## src/logic/serial_link_status_consts.svh

```systemverilog
// Register offsets, field positions and reset values of the link status bank
`ifndef SERIAL_LINK_STATUS_CONSTS_SVH
`define SERIAL_LINK_STATUS_CONSTS_SVH

// ==========================================================
// Register offsets
`define ADDR_W              12
`define OFS_EOF_CHAR_SEL    12'h207
`define OFS_LINK_STATUS     12'h208
`define OFS_CHAN_PWR_DOWN   12'h209
`define OFS_IRQ_MASK        12'h2f0
`define OFS_LINK_CTRL       12'h2f1

// ==========================================================
// Field positions
`define BIT_LINK_UP         6
`define BIT_SYNC_LEVEL      5
`define BIT_REALIGNED       4
`define BIT_LMFC_PHASE_SET  3
`define BIT_PLL_LOCKED      2
`define BIT_LINK_ENABLE     0
`define BIT_MODE_8B10B      1

// ==========================================================
// Reset values
`define RST_EOF_CHAR_SEL    8'h00
`define RST_CHAN_PWR_DOWN   8'h00
`define RST_IRQ_MASK        8'h00
`define RST_LINK_CTRL       8'h02

// ==========================================================
// Comma octets (K28.7, K28.1, K28.5)
`define OCTET_K28_7         8'hfc
`define OCTET_K28_1         8'h3c
`define OCTET_K28_5         8'hbc

`endif

```

## src/logic/serial_link_status_pkg.sv

```systemverilog
// Types and shared decode for the link status bank
package serial_link_status_pkg;
  `include "serial_link_status_consts.svh"

  typedef logic [7:0] reg_byte_t;

  typedef enum logic [1:0] {
    EOF_K28_7,
    EOF_K28_1,
    EOF_K28_5,
    EOF_RESERVED
  } eof_sel_t;

  // Reserved code falls back to the compliant character
  function automatic reg_byte_t eof_char(input eof_sel_t sel);
    case (sel)
      EOF_K28_1: eof_char = `OCTET_K28_1;
      EOF_K28_5: eof_char = `OCTET_K28_5;
      default:   eof_char = `OCTET_K28_7;
    endcase
  endfunction
endpackage

```

## src/logic/serial_link_status_and_frame_char.sv

```systemverilog
// Link status, frame character and channel power-down register bank
// ==========================================================
`timescale 1ns/10ps
`default_nettype none
`include "serial_link_status_consts.svh"
module serial_link_status_and_frame_char (
  // Clock and reset
  input  wire logic                 i_clk,
  input  wire logic                 i_arst_n,
  // Register port
  input  wire logic [`ADDR_W-1:0]   i_addr,
  input  wire logic [7:0]           i_wdata,
  input  wire logic                 i_wr,
  input  wire logic                 i_rd,
  output logic [7:0]                o_rdata,
  // Link state from pins and link logic
  input  wire logic                 i_sync_n,
  input  wire logic                 i_pll_locked,
  input  wire logic                 i_link_up,
  input  wire logic                 i_sysref_realign,
  input  wire logic                 i_sysref_event,
  // Transmit octet stream
  input  wire logic [7:0]           i_tx_data,
  input  wire logic                 i_tx_valid,
  input  wire logic                 i_frame_end,
  input  wire logic                 i_subst_ok,
  output logic [7:0]                o_tx_data,
  output logic                      o_tx_is_k,
  output logic                      o_tx_valid,
  // Control outputs
  output logic                      o_serial_link_enable,
  output logic [7:0]                o_channel_power_down,
  output logic                      o_irq
);
  // ==========================================================
  // Reset release
  logic rst_s1_q;
  logic rst_n;

  always_ff @(posedge i_clk or negedge i_arst_n) begin
    if (!i_arst_n) begin
      rst_s1_q <= 1'b0;
      rst_n    <= 1'b0;
    end else begin
      rst_s1_q <= 1'b1;
      rst_n    <= rst_s1_q;
    end
  end

  // ==========================================================
  // Pin synchronisers
  logic sync_s1_q;
  logic sync_s2_q;
  logic pll_s1_q;
  logic pll_s2_q;

  always_ff @(posedge i_clk or negedge rst_n) begin
    if (!rst_n) begin
      sync_s1_q <= 1'b0;
      sync_s2_q <= 1'b0;
      pll_s1_q  <= 1'b0;
      pll_s2_q  <= 1'b0;
    end else begin
      sync_s1_q <= i_sync_n;
      sync_s2_q <= sync_s1_q;
      pll_s1_q  <= i_pll_locked;
      pll_s2_q  <= pll_s1_q;
    end
  end

  // ==========================================================
  // Address decode
  wire logic hit_eof;
  wire logic hit_status;
  wire logic hit_pd;
  wire logic hit_mask;
  wire logic hit_ctrl;
  wire logic wr_eof;
  wire logic wr_status;
  wire logic wr_pd;
  wire logic wr_mask;
  wire logic wr_ctrl;

  assign hit_eof    = i_addr == `OFS_EOF_CHAR_SEL;
  assign hit_status = i_addr == `OFS_LINK_STATUS;
  assign hit_pd     = i_addr == `OFS_CHAN_PWR_DOWN;
  assign hit_mask   = i_addr == `OFS_IRQ_MASK;
  assign hit_ctrl   = i_addr == `OFS_LINK_CTRL;
  assign wr_eof     = i_wr && hit_eof;
  assign wr_status  = i_wr && hit_status;
  assign wr_pd      = i_wr && hit_pd;
  assign wr_mask    = i_wr && hit_mask;
  assign wr_ctrl    = i_wr && hit_ctrl;

  // ==========================================================
  // Software registers
  logic [7:0]                       eof_reg_q;
  logic [7:0]                       ctrl_q;
  logic [7:0]                       mask_q;
  serial_link_status_pkg::eof_sel_t eof_sel;
  wire logic                        mode_8b10b;

  // Reserved upper bits of the frame character register are kept as storage
  assign eof_sel    = serial_link_status_pkg::eof_sel_t'(eof_reg_q[1:0]);
  assign mode_8b10b = ctrl_q[`BIT_MODE_8B10B];

  always_ff @(posedge i_clk or negedge rst_n) begin
    if (!rst_n) begin
      eof_reg_q            <= `RST_EOF_CHAR_SEL;
      o_channel_power_down <= `RST_CHAN_PWR_DOWN;
      mask_q               <= `RST_IRQ_MASK;
      ctrl_q               <= `RST_LINK_CTRL;
    end else begin
      if (wr_eof) begin
        eof_reg_q <= i_wdata;
      end
      if (wr_pd) begin
        o_channel_power_down <= i_wdata;
      end
      if (wr_mask) begin
        mask_q <= i_wdata;
      end
      if (wr_ctrl) begin
        ctrl_q <= i_wdata;
      end
    end
  end

  always_ff @(posedge i_clk or negedge rst_n) begin
    if (!rst_n) begin
      o_serial_link_enable <= 1'b0;
    end else if (wr_ctrl) begin
      o_serial_link_enable <= i_wdata[`BIT_LINK_ENABLE];
    end
  end

  // ==========================================================
  // Status bits
  logic link_up_q;
  logic realigned_q;
  logic phase_set_q;
  logic arm_q;
  wire logic enable_rise;
  wire logic clr_realigned;
  wire logic clr_phase_set;

  assign enable_rise   = wr_ctrl && i_wdata[`BIT_LINK_ENABLE] && !o_serial_link_enable;
  assign clr_realigned = wr_status && i_wdata[`BIT_REALIGNED];
  assign clr_phase_set = wr_status && i_wdata[`BIT_LMFC_PHASE_SET];

  // Set wins over a clearing write in the same cycle
  always_ff @(posedge i_clk or negedge rst_n) begin
    if (!rst_n) begin
      link_up_q   <= 1'b0;
      realigned_q <= 1'b0;
      phase_set_q <= 1'b0;
      arm_q       <= 1'b0;
    end else begin
      link_up_q   <= i_link_up;
      realigned_q <= (realigned_q && !clr_realigned) || i_sysref_realign;
      phase_set_q <= (phase_set_q && !clr_phase_set) || (arm_q && i_sysref_event);
      // Armed from enable until the first SYSREF event
      arm_q       <= enable_rise || (arm_q && !i_sysref_event);
    end
  end

  // Live bits come from hardware only; writes cannot reach them
  wire logic [7:0] status_word;
  assign status_word = {1'b0, link_up_q, sync_s2_q, realigned_q,
                        phase_set_q, pll_s2_q, 2'b00};

  // ==========================================================
  // Read port and interrupt
  wire logic [7:0] rd_mux;
  wire logic [7:0] pending;

  assign rd_mux = hit_eof    ? eof_reg_q :
                  hit_status ? status_word :
                  hit_pd     ? o_channel_power_down :
                  hit_mask   ? mask_q :
                  hit_ctrl   ? {ctrl_q[7:1], o_serial_link_enable} : 8'h00;
  assign pending = {3'b000, realigned_q, phase_set_q, 3'b000} & mask_q;

  always_ff @(posedge i_clk or negedge rst_n) begin
    if (!rst_n) begin
      o_rdata <= 8'h00;
      o_irq   <= 1'b0;
    end else begin
      o_rdata <= i_rd ? rd_mux : 8'h00;
      o_irq   <= |pending;
    end
  end

  // ==========================================================
  // Frame character insertion
  eof_char_inserter u_eof (
    .i_clk        (i_clk),
    .i_rst_n      (rst_n),
    .i_sel        (eof_sel),
    .i_mode_8b10b (mode_8b10b),
    .i_data       (i_tx_data),
    .i_valid      (i_tx_valid),
    .i_frame_end  (i_frame_end),
    .i_subst_ok   (i_subst_ok),
    .o_data       (o_tx_data),
    .o_is_k       (o_tx_is_k),
    .o_valid      (o_tx_valid)
  );
endmodule
`default_nettype wire

```

## src/logic/eof_char_inserter.sv

```systemverilog
// Registered end-of-frame comma substitution on the transmit octet stream
`timescale 1ns/10ps
`default_nettype none
module eof_char_inserter (
  // Clock and reset
  input  wire logic                             i_clk,
  input  wire logic                             i_rst_n,
  // Configuration
  input  wire serial_link_status_pkg::eof_sel_t i_sel,
  input  wire logic                             i_mode_8b10b,
  // Octet stream in
  input  wire logic [7:0]                       i_data,
  input  wire logic                             i_valid,
  input  wire logic                             i_frame_end,
  input  wire logic                             i_subst_ok,
  // Octet stream out
  output logic [7:0]                            o_data,
  output logic                                  o_is_k,
  output logic                                  o_valid
);
  wire logic       take_comma;
  wire logic [7:0] next_octet;

  // Only a frame end whose data allows it gets the comma
  assign take_comma = i_valid && i_frame_end && i_subst_ok && i_mode_8b10b;
  assign next_octet = take_comma ? serial_link_status_pkg::eof_char(i_sel) : i_data;

  always_ff @(posedge i_clk or negedge i_rst_n) begin
    if (!i_rst_n) begin
      o_data  <= 8'h00;
      o_is_k  <= 1'b0;
      o_valid <= 1'b0;
    end else begin
      o_data  <= next_octet;
      o_is_k  <= take_comma;
      o_valid <= i_valid;
    end
  end
endmodule
`default_nettype wire

```

## config.mk

```make
export PLATFORM = sky130hd
export DESIGN_NAME = serial_link_status_and_frame_char
export DESIGN_NICKNAME = d
export VERILOG_FILES = /design/src/logic/serial_link_status_pkg.sv /design/src/logic/serial_link_status_and_frame_char.sv /design/src/logic/eof_char_inserter.sv
export VERILOG_INCLUDE_DIRS = /design/src /design/src/logic
export SDC_FILE = /design/constraint.sdc
export NUM_CORES = 1
export LEC_CHECK = 0
export BUFFER_PORTS_ARGS = -buffer_cell sky130_fd_sc_hd__buf_2
export CORE_ASPECT_RATIO = 0.6
export CORE_MARGIN = 2
export CORE_UTILIZATION = 30
export DETAILED_ROUTE_END_ITERATION = 8
export PLACE_DENSITY_LB_ADDON = 0.1
export SETUP_SLACK_MARGIN = 0.02
export SLEW_MARGIN = 0
export SYNTH_ARGS = -nofsm -noshare
export SYNTH_HDL_FRONTEND = slang
export SYNTH_SLANG_ARGS = --single-unit
```

## constraint.sdc

```tcl
create_clock -name i_clk -period 2.19 [get_ports i_clk]
set_input_delay 0.219 -clock i_clk [delete_from_list [all_inputs] [get_ports i_clk]]
set_output_delay 0.219 -clock i_clk [all_outputs]
set_load 0.02 [all_outputs]
```

==> out/qor.csv, run 1 <==
stage,metric,value,unit
clocking,"Clk Latency, worst-skew pair",0.33,ns
routing,drc violations,0,
synthesis,Post-Syn Nets,232,
clocking,htree depth,3,
routing,antenna-violating nets left,0,
routing,Via Count,1858,
layout,antenna cells,0,
timing,Final Cycle Share,0.818,
hold_path,Worst Hold Class,input port to register,
pwr,Pwr Density,763,nW/um2
die,num ports,68,
timing,normalized max-slew margin,0.643,
global_route,vias in the first global route,1901,
pwr,Peak supply drop,0.466,mV
layout,P&R area growth vs syn,38.1,%
synthesis,Synth async-reset ratio,1.00,
clocking,Post-CTS Setup Bufs,0,
synthesis,Synth top area share,0.596,
setup_path,worst path required time,2.40,ns
placement,port buffer count,67,
timing,setup TNS,0,ns
timing,Final Setup Violations,0,
synthesis,sequential share of the synthesized area,0.607,
hold_path,hold path endpoint,u_eof.o_valid$_DFF_PN0_,
routing,routed wire length,6400,um
clocking,CTS max path bufs,2,
setup_path,FF-to-FF Start,ctrl_q[1]$_DFFE_PN1N_,
hold_path,Hold Crit Start,i_tx_valid,
synthesis,largest cells by area after synthesis,"dfrtp_1 (60%), mux2_2 (17%), nand2b_1 (2.2%)",
synthesis,"area leader, netlist",dfrtp_1,
global_route,first-pass GRT wire length,10300,um
setup_path,Worst Setup SP,i_addr[8],
setup_path,Worst Setup End Kind,register,
routing,vias per cell,4.66,
clocking,clk sinks,61,
clocking,TritonCTS buffer count,9,
timing,RSZ-0062 raised after global routing,no,
routing,DR iter-0 viols,97,
synthesis,Post-synth EDFFs,0,
die,initial core utilization,0.314,
setup_path,CP Data Arrival Time,2.00,ns
pwr,leakage power,1.75,nW
setup_path,r2r endpoint,u_eof.o_data[1]$_DFF_PN0_,
global_route,largest net degree at the start of global routing,38,
timing,Final Max Slew Viols,0,
layout,post-route cell area,3480,um2
routing,first drt pass iteration count,4,
global_route,initial antenna violation count,0,
setup_path,Reg2Reg Setup Slack,0.90,ns
clocking,Root Buffer,clkbuf_16,
clocking,CTS tree,yes,
synthesis,main flop type after synthesis,dfrtp_1,
die,die extent in y,75.0,um
layout,share of cells above drive strength 1,0.512,
placement,DP Area,3140,um2
timing,Final Skew,0.00552,ns
die,Die W,122,um
synthesis,Ys Warns,0,
run,max cap viols,0,
synthesis,Mapped Avg Cell Area,13.2,um2
timing,Final min period,1.79,ns
placement,Placer Congestion,0.839,
synthesis,synthesis-stage register bit count,61,
timing,final hold vios,0,
setup_path,WS Path Type,input port to register,
timing,slew at the pin with the worst max-slew slack,0.535,ns
global_route,GR Util All Layers,0.159,
setup_path,Reg2Reg Depth,2,
layout,Layout Nets,327,
synthesis,Synth cell types,37,
setup_path,Worst Path Max Fanout,4,
synthesis,Post-Syn Area,2520,um2
timing,Highest Clock Rate,558,MHz
synthesis,post-synthesis instance total,191,
clocking,"Reg clk slew, reported paths",0.05,ns
placement,hpwl dp,4790,um
global_route,grt ovf,0,
routing,Routed WL per cell,16.0,um
die,Placement Rows,25,
status,status,"finished, final reports clean",
hold_path,cell depth of the worst hold path,1,
die,Core Area,8010,um2
setup_path,Setup crit start kind,input port,
die,die area,9160,um2
worst max path at each step:
stage / endpoint / slack, ns
6_report: mask_q[2]$_DFFE_PN0P_ / 0.40
5_1_grt: mask_q[3]$_DFFE_PN0P_ / 0.30
3_5_place_dp: mask_q[2]$_DFFE_PN0P_ / 0.05
4_1_cts: mask_q[2]$_DFFE_PN0P_ / 0.39
3_3_place_gp: o_rdata[2]$_DFF_PN0_ / 0.1
2_1_floorplan: mask_q[0]$_DFFE_PN0P_ / 0.17
state kept, by name, indices dropped and copies added (netlist names), 8 cells and up:
| register | cells |
|---|---|
| ctrl_q | 8 |
| eof_reg_q | 8 |
| mask_q | 8 |
| o_channel_power_down | 8 |
| o_rdata | 8 |
| u_eof.o_data | 8 |
synth_stat cells (5+ instances only):
cell type,number
a21oi_1,9
dfrtp_1,60
inv_1,5
mux2_2,37
nand2_1,12
nand2b_1,9
o21ai_0,6
repair_timing:
action | CTS | global route
setup endpoints to repair | 0 | 0
hold endpoints to repair | 5 | 0
hold buffers | 4 | 0
resized for setup | 0 | 0
critical path: stages:
cell     delay (ns)
buf_2          0.09
or4b_1         0.63
nor4_4         0.27
nor3b_4        0.29
buf_4          0.17
mux2_2         0.33
metrics by stage:
step	hold slack, ns	utilization	total power [mW]	setup WS, ns	cells
2_1_floorplan	-0.0766	-	1.23	0.171	191
6_report	0.0218	0.434	2.65	0.399	399
3_3_place_gp	0.00788	0.392	1.31	0.0980	379
3_5_place_dp	0.0103	0.392	1.31	0.0467	379
5_1_grt	0.0105	0.434	2.76	0.304	399
4_1_cts	0.00485	0.434	2.70	0.392	399
routing by layer:
metal / vias to the layer above / track usage / share of wire / wire, um
met5: - / 0 / 0 / 0
met4: 0 / 0.0651 / 0.013 / 83
met3: 8 / 0.0583 / 0.056 / 356
met2: 53 / 0.241 / 0.46 / 2910
met1: 915 / 0.208 / 0.48 / 3050
li1: 882 / - / - / -
layout by cell type, fill, tap and decap left out, drive strengths merged, types with 4 or more instances in the layout:
cell         count
dfrtp           60
dlygate4sd3      4
mux2            37
buf             88
nand2b           9
o21ai            6
inv              5
clkbuf          13
a21oi            9
nand2           12
where the power goes:
part           internal [mW]  total, mW  leakage [nW]  switching (mW)
combinational         0.0571      0.133         0.800          0.0764
sequential              1.15       1.16         0.805          0.0134
clock                  0.883       1.36         0.148           0.474
total                   2.09       2.65          1.75           0.564
kinds of logic (layout without fill, tap and decap cells):
group / Yosys count / after routing / share of synthesized area
flip-flops: 61 / 61 / 0.607
AND/OR/NAND/NOR: 46 / 46 / 0.115
multiplexers: 37 / 37 / 0.166
AO/OA/AOI/OAI: 32 / 32 / 0.0855
buffers and inverters: 13 / 113 / 0.0209
adder cells (fa/ha/maj): 1 / 1 / 0.00497
other: 1 / 1 / 0.00149
cell type report:
class / count / area, um2
fill: 791 / 4530
sequential: 61 / 1530
multi-input combinational: 117 / 937
timing repair buffer: 92 / 558
clock buffer: 13 / 280
tap: 108 / 135
inverter: 5 / 18.8
clock inverter: 3 / 17.5
Power figures use the tool's default switching activity.
==> run 2: changes to the inputs <==
- clock period: 2.19 -> 1.6 ns (I/O delays scaled with it)
==> run 2 against run 1 <==
The run now ends with setup timing left. Flip-flop and latch count is the same. Wire length increased by 4.4%. Critical endpoint is now mask_q[4]$_DFFE_PN0P_. Utilization is 2.0 points higher. Clock skew up 0.00071 ns. Clock power is 51% higher. Count of clock-buffer cells in the layout shrank 1. Cell count increased by 2.0%. Non-clock buffer count is 8 higher. Hold slack lost 0.011 ns. Sequential power up 36%. Combinational power rose by 63%. Register-to-register slack got worse by 0.55 ns.
==> out/qor.csv, run 2 (same netlist as run 1, synthesis figures left out) <==
stage,metric,value,unit,change
status,status,"complete, but fails checks",,
status,violated checks,setup timing,,
clocking,clk sinks,61,,unchanged
layout,antenna cells,0,,unchanged
routing,vias per cell,4.60,,-1.3%
timing,Final Setup Violations,1,,+1
layout,"commonest non-fill, non-tap cell in the layout",buf_2,,
placement,Placer Congestion,0.811,,-3.4%
clocking,"Clk Latency, worst-skew pair",0.33,ns,about the same
global_route,GR Util All Layers,0.164,,+0.00544
clocking,Root Buffer,clkbuf_16,,
timing,Final Skew,0.00622,ns,+0.000707 ns
setup_path,Setup crit start kind,input port,,
pwr,NetSw,794,uW,+41%
routing,first drt pass iteration count,4,,unchanged
layout,Layout Nets,335,,+2.4%
clocking,CTS max path bufs,2,,unchanged
setup_path,Worst Setup End Kind,register,,
routing,Via Count,1871,,+0.70%
timing,Min Hold Slack,0.0106,ns,-0.0113 ns
global_route,grt ovf,0,,unchanged
global_route,initial antenna violation count,0,,unchanged
setup_path,worst path required time,1.82,ns,-0.58 ns
pwr,Clock Power Share,0.535,,+0.023
setup_path,Worst Setup SP,i_addr[8],,
routing,Routed WL per cell,16.4,um,+2.4%
hold_path,Worst Hold Class,input port to register,,
die,Die W,122,um,unchanged
placement,hpwl dp,4740,um,-1.0%
placement,port buffer count,67,,unchanged
pwr,leakage power,1.80,nW,+2.6%
pwr,Pwr Density,1060,nW/um2,+39%
pwr,Comb pwr share,0.056,,+0.006
layout,P&R area growth vs syn,44.6,%,
pwr,Seq pwr share,0.409,,-0.029
layout,post-route cell area,3640,um2,+4.7%
clocking,"Reg clk slew, reported paths",0.05,ns,about the same
clocking,htree depth,3,,unchanged
timing,Final min period,1.61,ns,
routing,routed wire length,6680,um,+4.4%
run,max cap viols,0,,unchanged
timing,Highest Clock Rate,623,MHz,
pwr,Int Pwr,3.06,mW,+47%
timing,final hold vios,0,,unchanged
setup_path,WS Path Type,input port to register,,
setup_path,CP Data Arrival Time,1.82,ns,-0.18 ns
pwr,Peak supply drop,0.601,mV,+29%
die,die extent in y,75.0,um,unchanged
die,initial core utilization,0.314,,unchanged
setup_path,Worst Path Max Fanout,6,,+2
die,Placement Rows,25,,unchanged
layout,fill count,776,,-1.9%
timing,RSZ-0062 raised after global routing,yes,,
pwr,switch share,0.206,,-0.00701
global_route,vias in the first global route,1954,,+2.8%
routing,DR iter-0 viols,113,,+16%
timing,worst setup margin,-0.00580,ns,-0.405 ns
global_route,largest net degree at the start of global routing,60,,+58%
timing,Final Max Slew Viols,0,,unchanged
placement,DP Area,3220,um2,+2.6%
global_route,first-pass GRT wire length,10600,um,+3.3%
layout,most frequent cells in the layout,"buf_2 (66), dfrtp_1 (59), buf_4 (25), mux2_2 (24), mux2_4 (13)",,
hold_path,Hold Crit Start,i_sysref_realign,,
clocking,TritonCTS buffer count,9,,unchanged
setup_path,FF-to-FF Start,ctrl_q[0]$_DFFE_PN0N_,,
die,Core Area,8010,um2,unchanged
layout,share of cells above drive strength 1,0.528,,+0.0164
die,die area,9160,um2,unchanged
routing,antenna-violating nets left,0,,unchanged
routing,drc violations,0,,unchanged
timing,Final Cycle Share,1.00,,
clocking,CTS tree,yes,,
die,num ports,68,,unchanged
[run 2: cell types whose count changed in the layout (fill, tap and decap cells not counted), moves of 2 or more]
cell       change
clkbuf_8       -3
mux2_4        +13
buf_6          +3
bufinv_16      +2
buf_4          +6
clkbuf_1       +2
mux2_2        -13
[run 2: power groups by stage]
stage	registers (mW)	clock network [mW]	logic, mW
after floorplan	1.64	0	0.0488
after global placement	1.60	0	0.207
after detailed placement	1.60	0	0.207
after CTS	1.58	2.13	0.216
after global routing	1.58	2.22	0.240
final	1.58	2.06	0.217
[run 2: routing by layer]
metal | track usage | wire length, um | up-vias
met2 | 0.227 | 2770 | 30
li1 | - | - | 904
met3 | 0.0689 | 291 | 5
met4 | 0.0536 | 68 | 0
met5 | 0 | 0 | -
met1 | 0.233 | 3560 | 932
[run 2: path summary, 6_finish.rpt]
kind	end	slack [ns]	cells after the start
worst min-delay path	realigned_q$_DFF_PN0_	0.01	2
min in group asynchronous	rst_s1_q$_DFF_PN0_	0.14	2
max in group asynchronous	ctrl_q[1]$_DFFE_PN1N_	1.03	1
worst max register to register	o_rdata[0]$_DFF_PN0_	0.35	4
worst min register to register	o_channel_power_down[3]$_DFFE_PN0P_	0.27	1
worst max-delay path	mask_q[4]$_DFFE_PN0P_	-0.006	6
[run 2: through the flow]
step | cells | utilization | worst slack, ns | TNS (ns) | power (mW)
5_1_grt | 407 | 0.455 | -0.0743 | -0.379 | 4.04
3_3_place_gp | 385 | 0.402 | -0.354 | -12.86 | 1.81
6_report | 407 | 0.455 | -0.00580 | -0.00580 | 3.86
4_1_cts | 407 | 0.450 | 0.00356 | 0 | 3.92
3_5_place_dp | 385 | 0.402 | -0.363 | -12.88 | 1.81
2_1_floorplan | 191 | - | -0.348 | -7.77 | 1.69
[run 2: what timing repair did]
item / in CTS / in global routing
hold endpoints to repair: 6 / 0
resized for setup: 1 / 9
hold buffers: 5 / 0
setup buffers: 1 / 0
setup endpoints to repair: 17 / 38
[run 2: area by class of cell]
class | count | area, um2 | area share
Clock buffer | 12 | 246 | 0.0677
Clock inverter | 4 | 72.6 | 0.0199
Inverter | 5 | 18.8 | 0.00516
Multi-Input combinational cell | 117 | 1020 | 0.279
Sequential cell | 61 | 1530 | 0.420
Tap cell | 108 | 135 | 0.0371
Timing Repair Buffer | 100 | 622 | 0.171
[run 2: worst max-delay path, cell delays in order]
cell	delay, ns
buf_6	0.09
or4b_4	0.58
nor4_4	0.20
nor3b_4	0.29
buf_4	0.17
mux2_2	0.33
==> run 3: changes to the inputs <==
--- a/config.mk
+++ b/config.mk
@@ -12,4 +12,5 @@
 export CORE_UTILIZATION = 30
 export DETAILED_ROUTE_END_ITERATION = 8
+export HOLD_SLACK_MARGIN = 0.15
 export PLACE_DENSITY_LB_ADDON = 0.1
 export SETUP_SLACK_MARGIN = 0.02
==> constraint.sdc (replaced) <==
create_clock -name i_clk -period 1.6 [get_ports i_clk]
set_input_delay 0.32 -clock i_clk [delete_from_list [all_inputs] [get_ports i_clk]]
set_output_delay 0.32 -clock i_clk [all_outputs]
set_load 0.02 [all_outputs]
==> run 3 against run 2 <==
The run still ends with setup timing left. Flip-flop and latch count stayed put. Cell area is 6.9% higher. Wire length increased by 3.8%. Fmax down 7.9%. Critical path depth decreased by 1. Hold slack improved by 0.17 ns. First-iteration DRC count fell by 27%. Global-route usage is 0.36 points higher. Clock power increased by 13%. Largest cell class unchanged. Highest routed layer unchanged.
==> out/qor.csv, run 3 (same netlist as run 1, synthesis figures left out) <==
stage,metric,value,unit,change
timing,setup TNS,-2.83,ns,-2.82 ns
timing,RSZ-0062 raised after global routing,yes,,
timing,Final Cycle Share,1.09,,+0.0862
pwr,Seq pwr share,0.383,,-0.026
die,Core Area,8010,um2,unchanged
die,die area,9160,um2,unchanged
routing,drc violations,0,,unchanged
setup_path,Worst Setup End Kind,register,,
setup_path,FF-to-FF Start,ctrl_q[1]$_DFFE_PN1N_,,
placement,DP Cell Count,391,,+1.6%
timing,Highest Clock Rate,573,MHz,-7.9%
timing,Final Skew,0.00384,ns,-0.00238 ns
hold_path,Hold Crit Start,i_tx_data[4],,
clocking,Root Buffer,clkbuf_16,,
setup_path,worst path required time,1.82,ns,about the same
die,die extent in y,75.0,um,unchanged
clocking,CTS tree,yes,,
setup_path,worst-path cell chain,buf_6 -> or4b_4 -> or4_4 -> buf_6 -> mux2_2,,
placement,DP Area,3280,um2,+2.0%
clocking,"Clk Latency, worst-skew pair",0.33,ns,about the same
clocking,"Reg clk slew, reported paths",0.05,ns,about the same
layout,post-route insts no fill,419,,+2.9%
pwr,Clock Power Share,0.561,,+0.026
setup_path,"slowest stage delay, CP",0.59,ns,about the same
routing,antenna-violating nets left,0,,unchanged
routing,Via Count,1928,,+3.0%
routing,routed wire length,6930,um,+3.8%
die,initial core utilization,0.314,,unchanged
setup_path,"Buf+Inv Stages, Crit Path",2,,unchanged
status,violated checks,setup timing,,
hold_path,cell depth of the worst hold path,2,,unchanged
setup_path,Crit-path slowest cell,or4b_4,,
layout,utilization after layout,0.486,,+0.0314
hold_path,hold path endpoint,u_eof.o_data[4]$_DFF_PN0_,,
setup_path,Worst Path Max Fanout,8,,+2
timing,worst setup margin,-0.144,ns,-0.138 ns
global_route,largest net degree at the start of global routing,19,,-68%
timing,final hold vios,0,,unchanged
status,status,"complete, but fails checks",,
setup_path,critical path depth in cells,5,,-1
layout,fill count,769,,-0.90%
pwr,Comb pwr share,0.057,,about the same
setup_path,Reg2Reg Setup Slack,0.30,ns,-0.05 ns
routing,DR iter-0 viols,82,,-27%
hold_path,Worst Hold Class,input port to register,,
timing,Final Setup Violations,35,,+34
layout,antenna cells,0,,unchanged
pwr,leakage power,1.93,nW,+7.5%
die,Die W,122,um,unchanged
pwr,Peak supply drop,0.537,mV,-11%
clocking,CTS max path bufs,2,,unchanged
setup_path,"CP delay by family, top",simple AND/OR/NAND/NOR gates,,
clocking,clk sinks,61,,unchanged
setup_path,Worst path most repeated cell,buf_6,,
setup_path,r2r endpoint,u_eof.o_data[1]$_DFF_PN0_,,
pwr,switch share,0.197,,-0.00826
placement,port buffer count,67,,unchanged
placement,Placer Congestion,0.788,,-2.8%
routing,vias per cell,4.60,,about the same
routing,first drt pass iteration count,4,,unchanged
pwr,Pwr Density,1060,nW/um2,+0.46%
global_route,grt ovf,0,,unchanged
layout,Layout Nets,347,,+3.6%
clocking,TritonCTS buffer count,9,,unchanged
setup_path,WS Path Type,input port to register,,
setup_path,Setup crit start kind,input port,,
clocking,htree depth,3,,unchanged
layout,register area,1530,um2,unchanged
pwr,NetSw,818,uW,+3.1%
pwr,Int Pwr,3.33,mW,+8.5%
setup_path,Reg2Reg Depth,2,,-2
setup_path,CP Data Arrival Time,1.96,ns,+0.14 ns
global_route,first-pass GRT wire length,10800,um,+1.4%
routing,Routed WL per cell,16.5,um,+0.78%
placement,hpwl dp,4980,um,+5.1%
global_route,initial antenna violation count,0,,unchanged
die,num ports,68,,unchanged
timing,Min Hold Slack,0.178,ns,+0.167 ns
layout,most frequent cells in the layout,"buf_2 (66), dfrtp_1 (59), buf_4 (30), mux2_2 (23), mux2_4 (14)",,
layout,post-route cell area,3890,um2,+6.9%
global_route,vias in the first global route,1922,,-1.6%
layout,multi-input logic area,1100,um2,+8.0%
run,max cap viols,0,,unchanged
timing,Final Max Slew Viols,0,,unchanged
global_route,GR Util All Layers,0.168,,+0.00364
die,Placement Rows,25,,unchanged
layout,P&R area growth vs syn,54.6,%,
layout,"commonest non-fill, non-tap cell in the layout",buf_2,,
layout,share of cells above drive strength 1,0.582,,+0.0536
timing,Final min period,1.74,ns,+0.138 ns
run 3: cell count changes in the layout (fill, tap and decap cells not counted), moves of 2 or more:
cell      delta
buf_6        +5
o21ai_1      +3
nand2_1      -2
nor4_4       +2
clkbuf_8     +2
buf_4        +5
o21ai_0      -4
run 3: layout make-up:
class / instances / area share
Sequential cell: 61 / 0.393
Multi-Input combinational cell: 117 / 0.282
Timing Repair Buffer: 112 / 0.193
Clock buffer: 13 / 0.0695
Tap cell: 108 / 0.0347
Clock inverter: 3 / 0.0232
Inverter: 5 / 0.00482
run 3: power by group through the flow:
stage / Combinational [mW] / Clock [mW] / Sequential, mW
global placement: 0.214 / 0 / 1.61
global route: 0.256 / 2.45 / 1.59
floorplan: 0.0509 / 0 / 1.64
finish: 0.235 / 2.32 / 1.59
CTS: 0.231 / 2.38 / 1.59
detailed placement: 0.216 / 0 / 1.61
run 3: how the worst max path moves through the flow:
| stage | from | endpoint | slack, ns |
|---|---|---|---|
| after CTS | i_addr[10] | eof_reg_q[0]$_DFFE_PN0P_ | -0.12 |
| after global routing | i_addr[10] | mask_q[4]$_DFFE_PN0P_ | -0.20 |
| after floorplan | i_addr[8] | mask_q[0]$_DFFE_PN0P_ | -0.51 |
| after global placement | i_addr[8] | mask_q[7]$_DFFE_PN0P_ | -0.51 |
| final | i_addr[10] | eof_reg_q[4]$_DFFE_PN0P_ | -0.14 |
| after detailed placement | i_addr[8] | eof_reg_q[0]$_DFFE_PN0P_ | -0.52 |
run 3: per-stage QoR:
stage          power (mW)  setup slack [ns]
2_1_floorplan        1.69            -0.508
3_3_place_gp         1.83            -0.508
3_5_place_dp         1.83            -0.518
4_1_cts              4.20            -0.124
5_1_grt              4.29            -0.205
6_report             4.14            -0.144
run 3: layer usage:
| layer | part of all wire | GRT usage | routed length (um) | vias up |
|---|---|---|---|---|
| met5 | 0 | 0 | 0 | - |
| met4 | 0.015 | 0.0613 | 107 | 0 |
| met3 | 0.047 | 0.0614 | 328 | 10 |
| met2 | 0.43 | 0.244 | 2960 | 43 |
| met1 | 0.51 | 0.232 | 3540 | 957 |
| li1 | - | - | - | 918 |
run 3: worst register-to-register path: stages (launching register included):
cell and delay (ns):
dfstp_2 0.54, nand4_1 0.34, and2_1 0.31
run 3: timing repair:
item | 4_1_cts | 5_1_grt
pin swaps | 6 | 7
resized for setup | 18 | 17
setup buffers | 7 | 3
setup endpoints to repair | 38 | 40
endpoints found under the hold margin | 6 | 0
hold buffers | 5 | 0
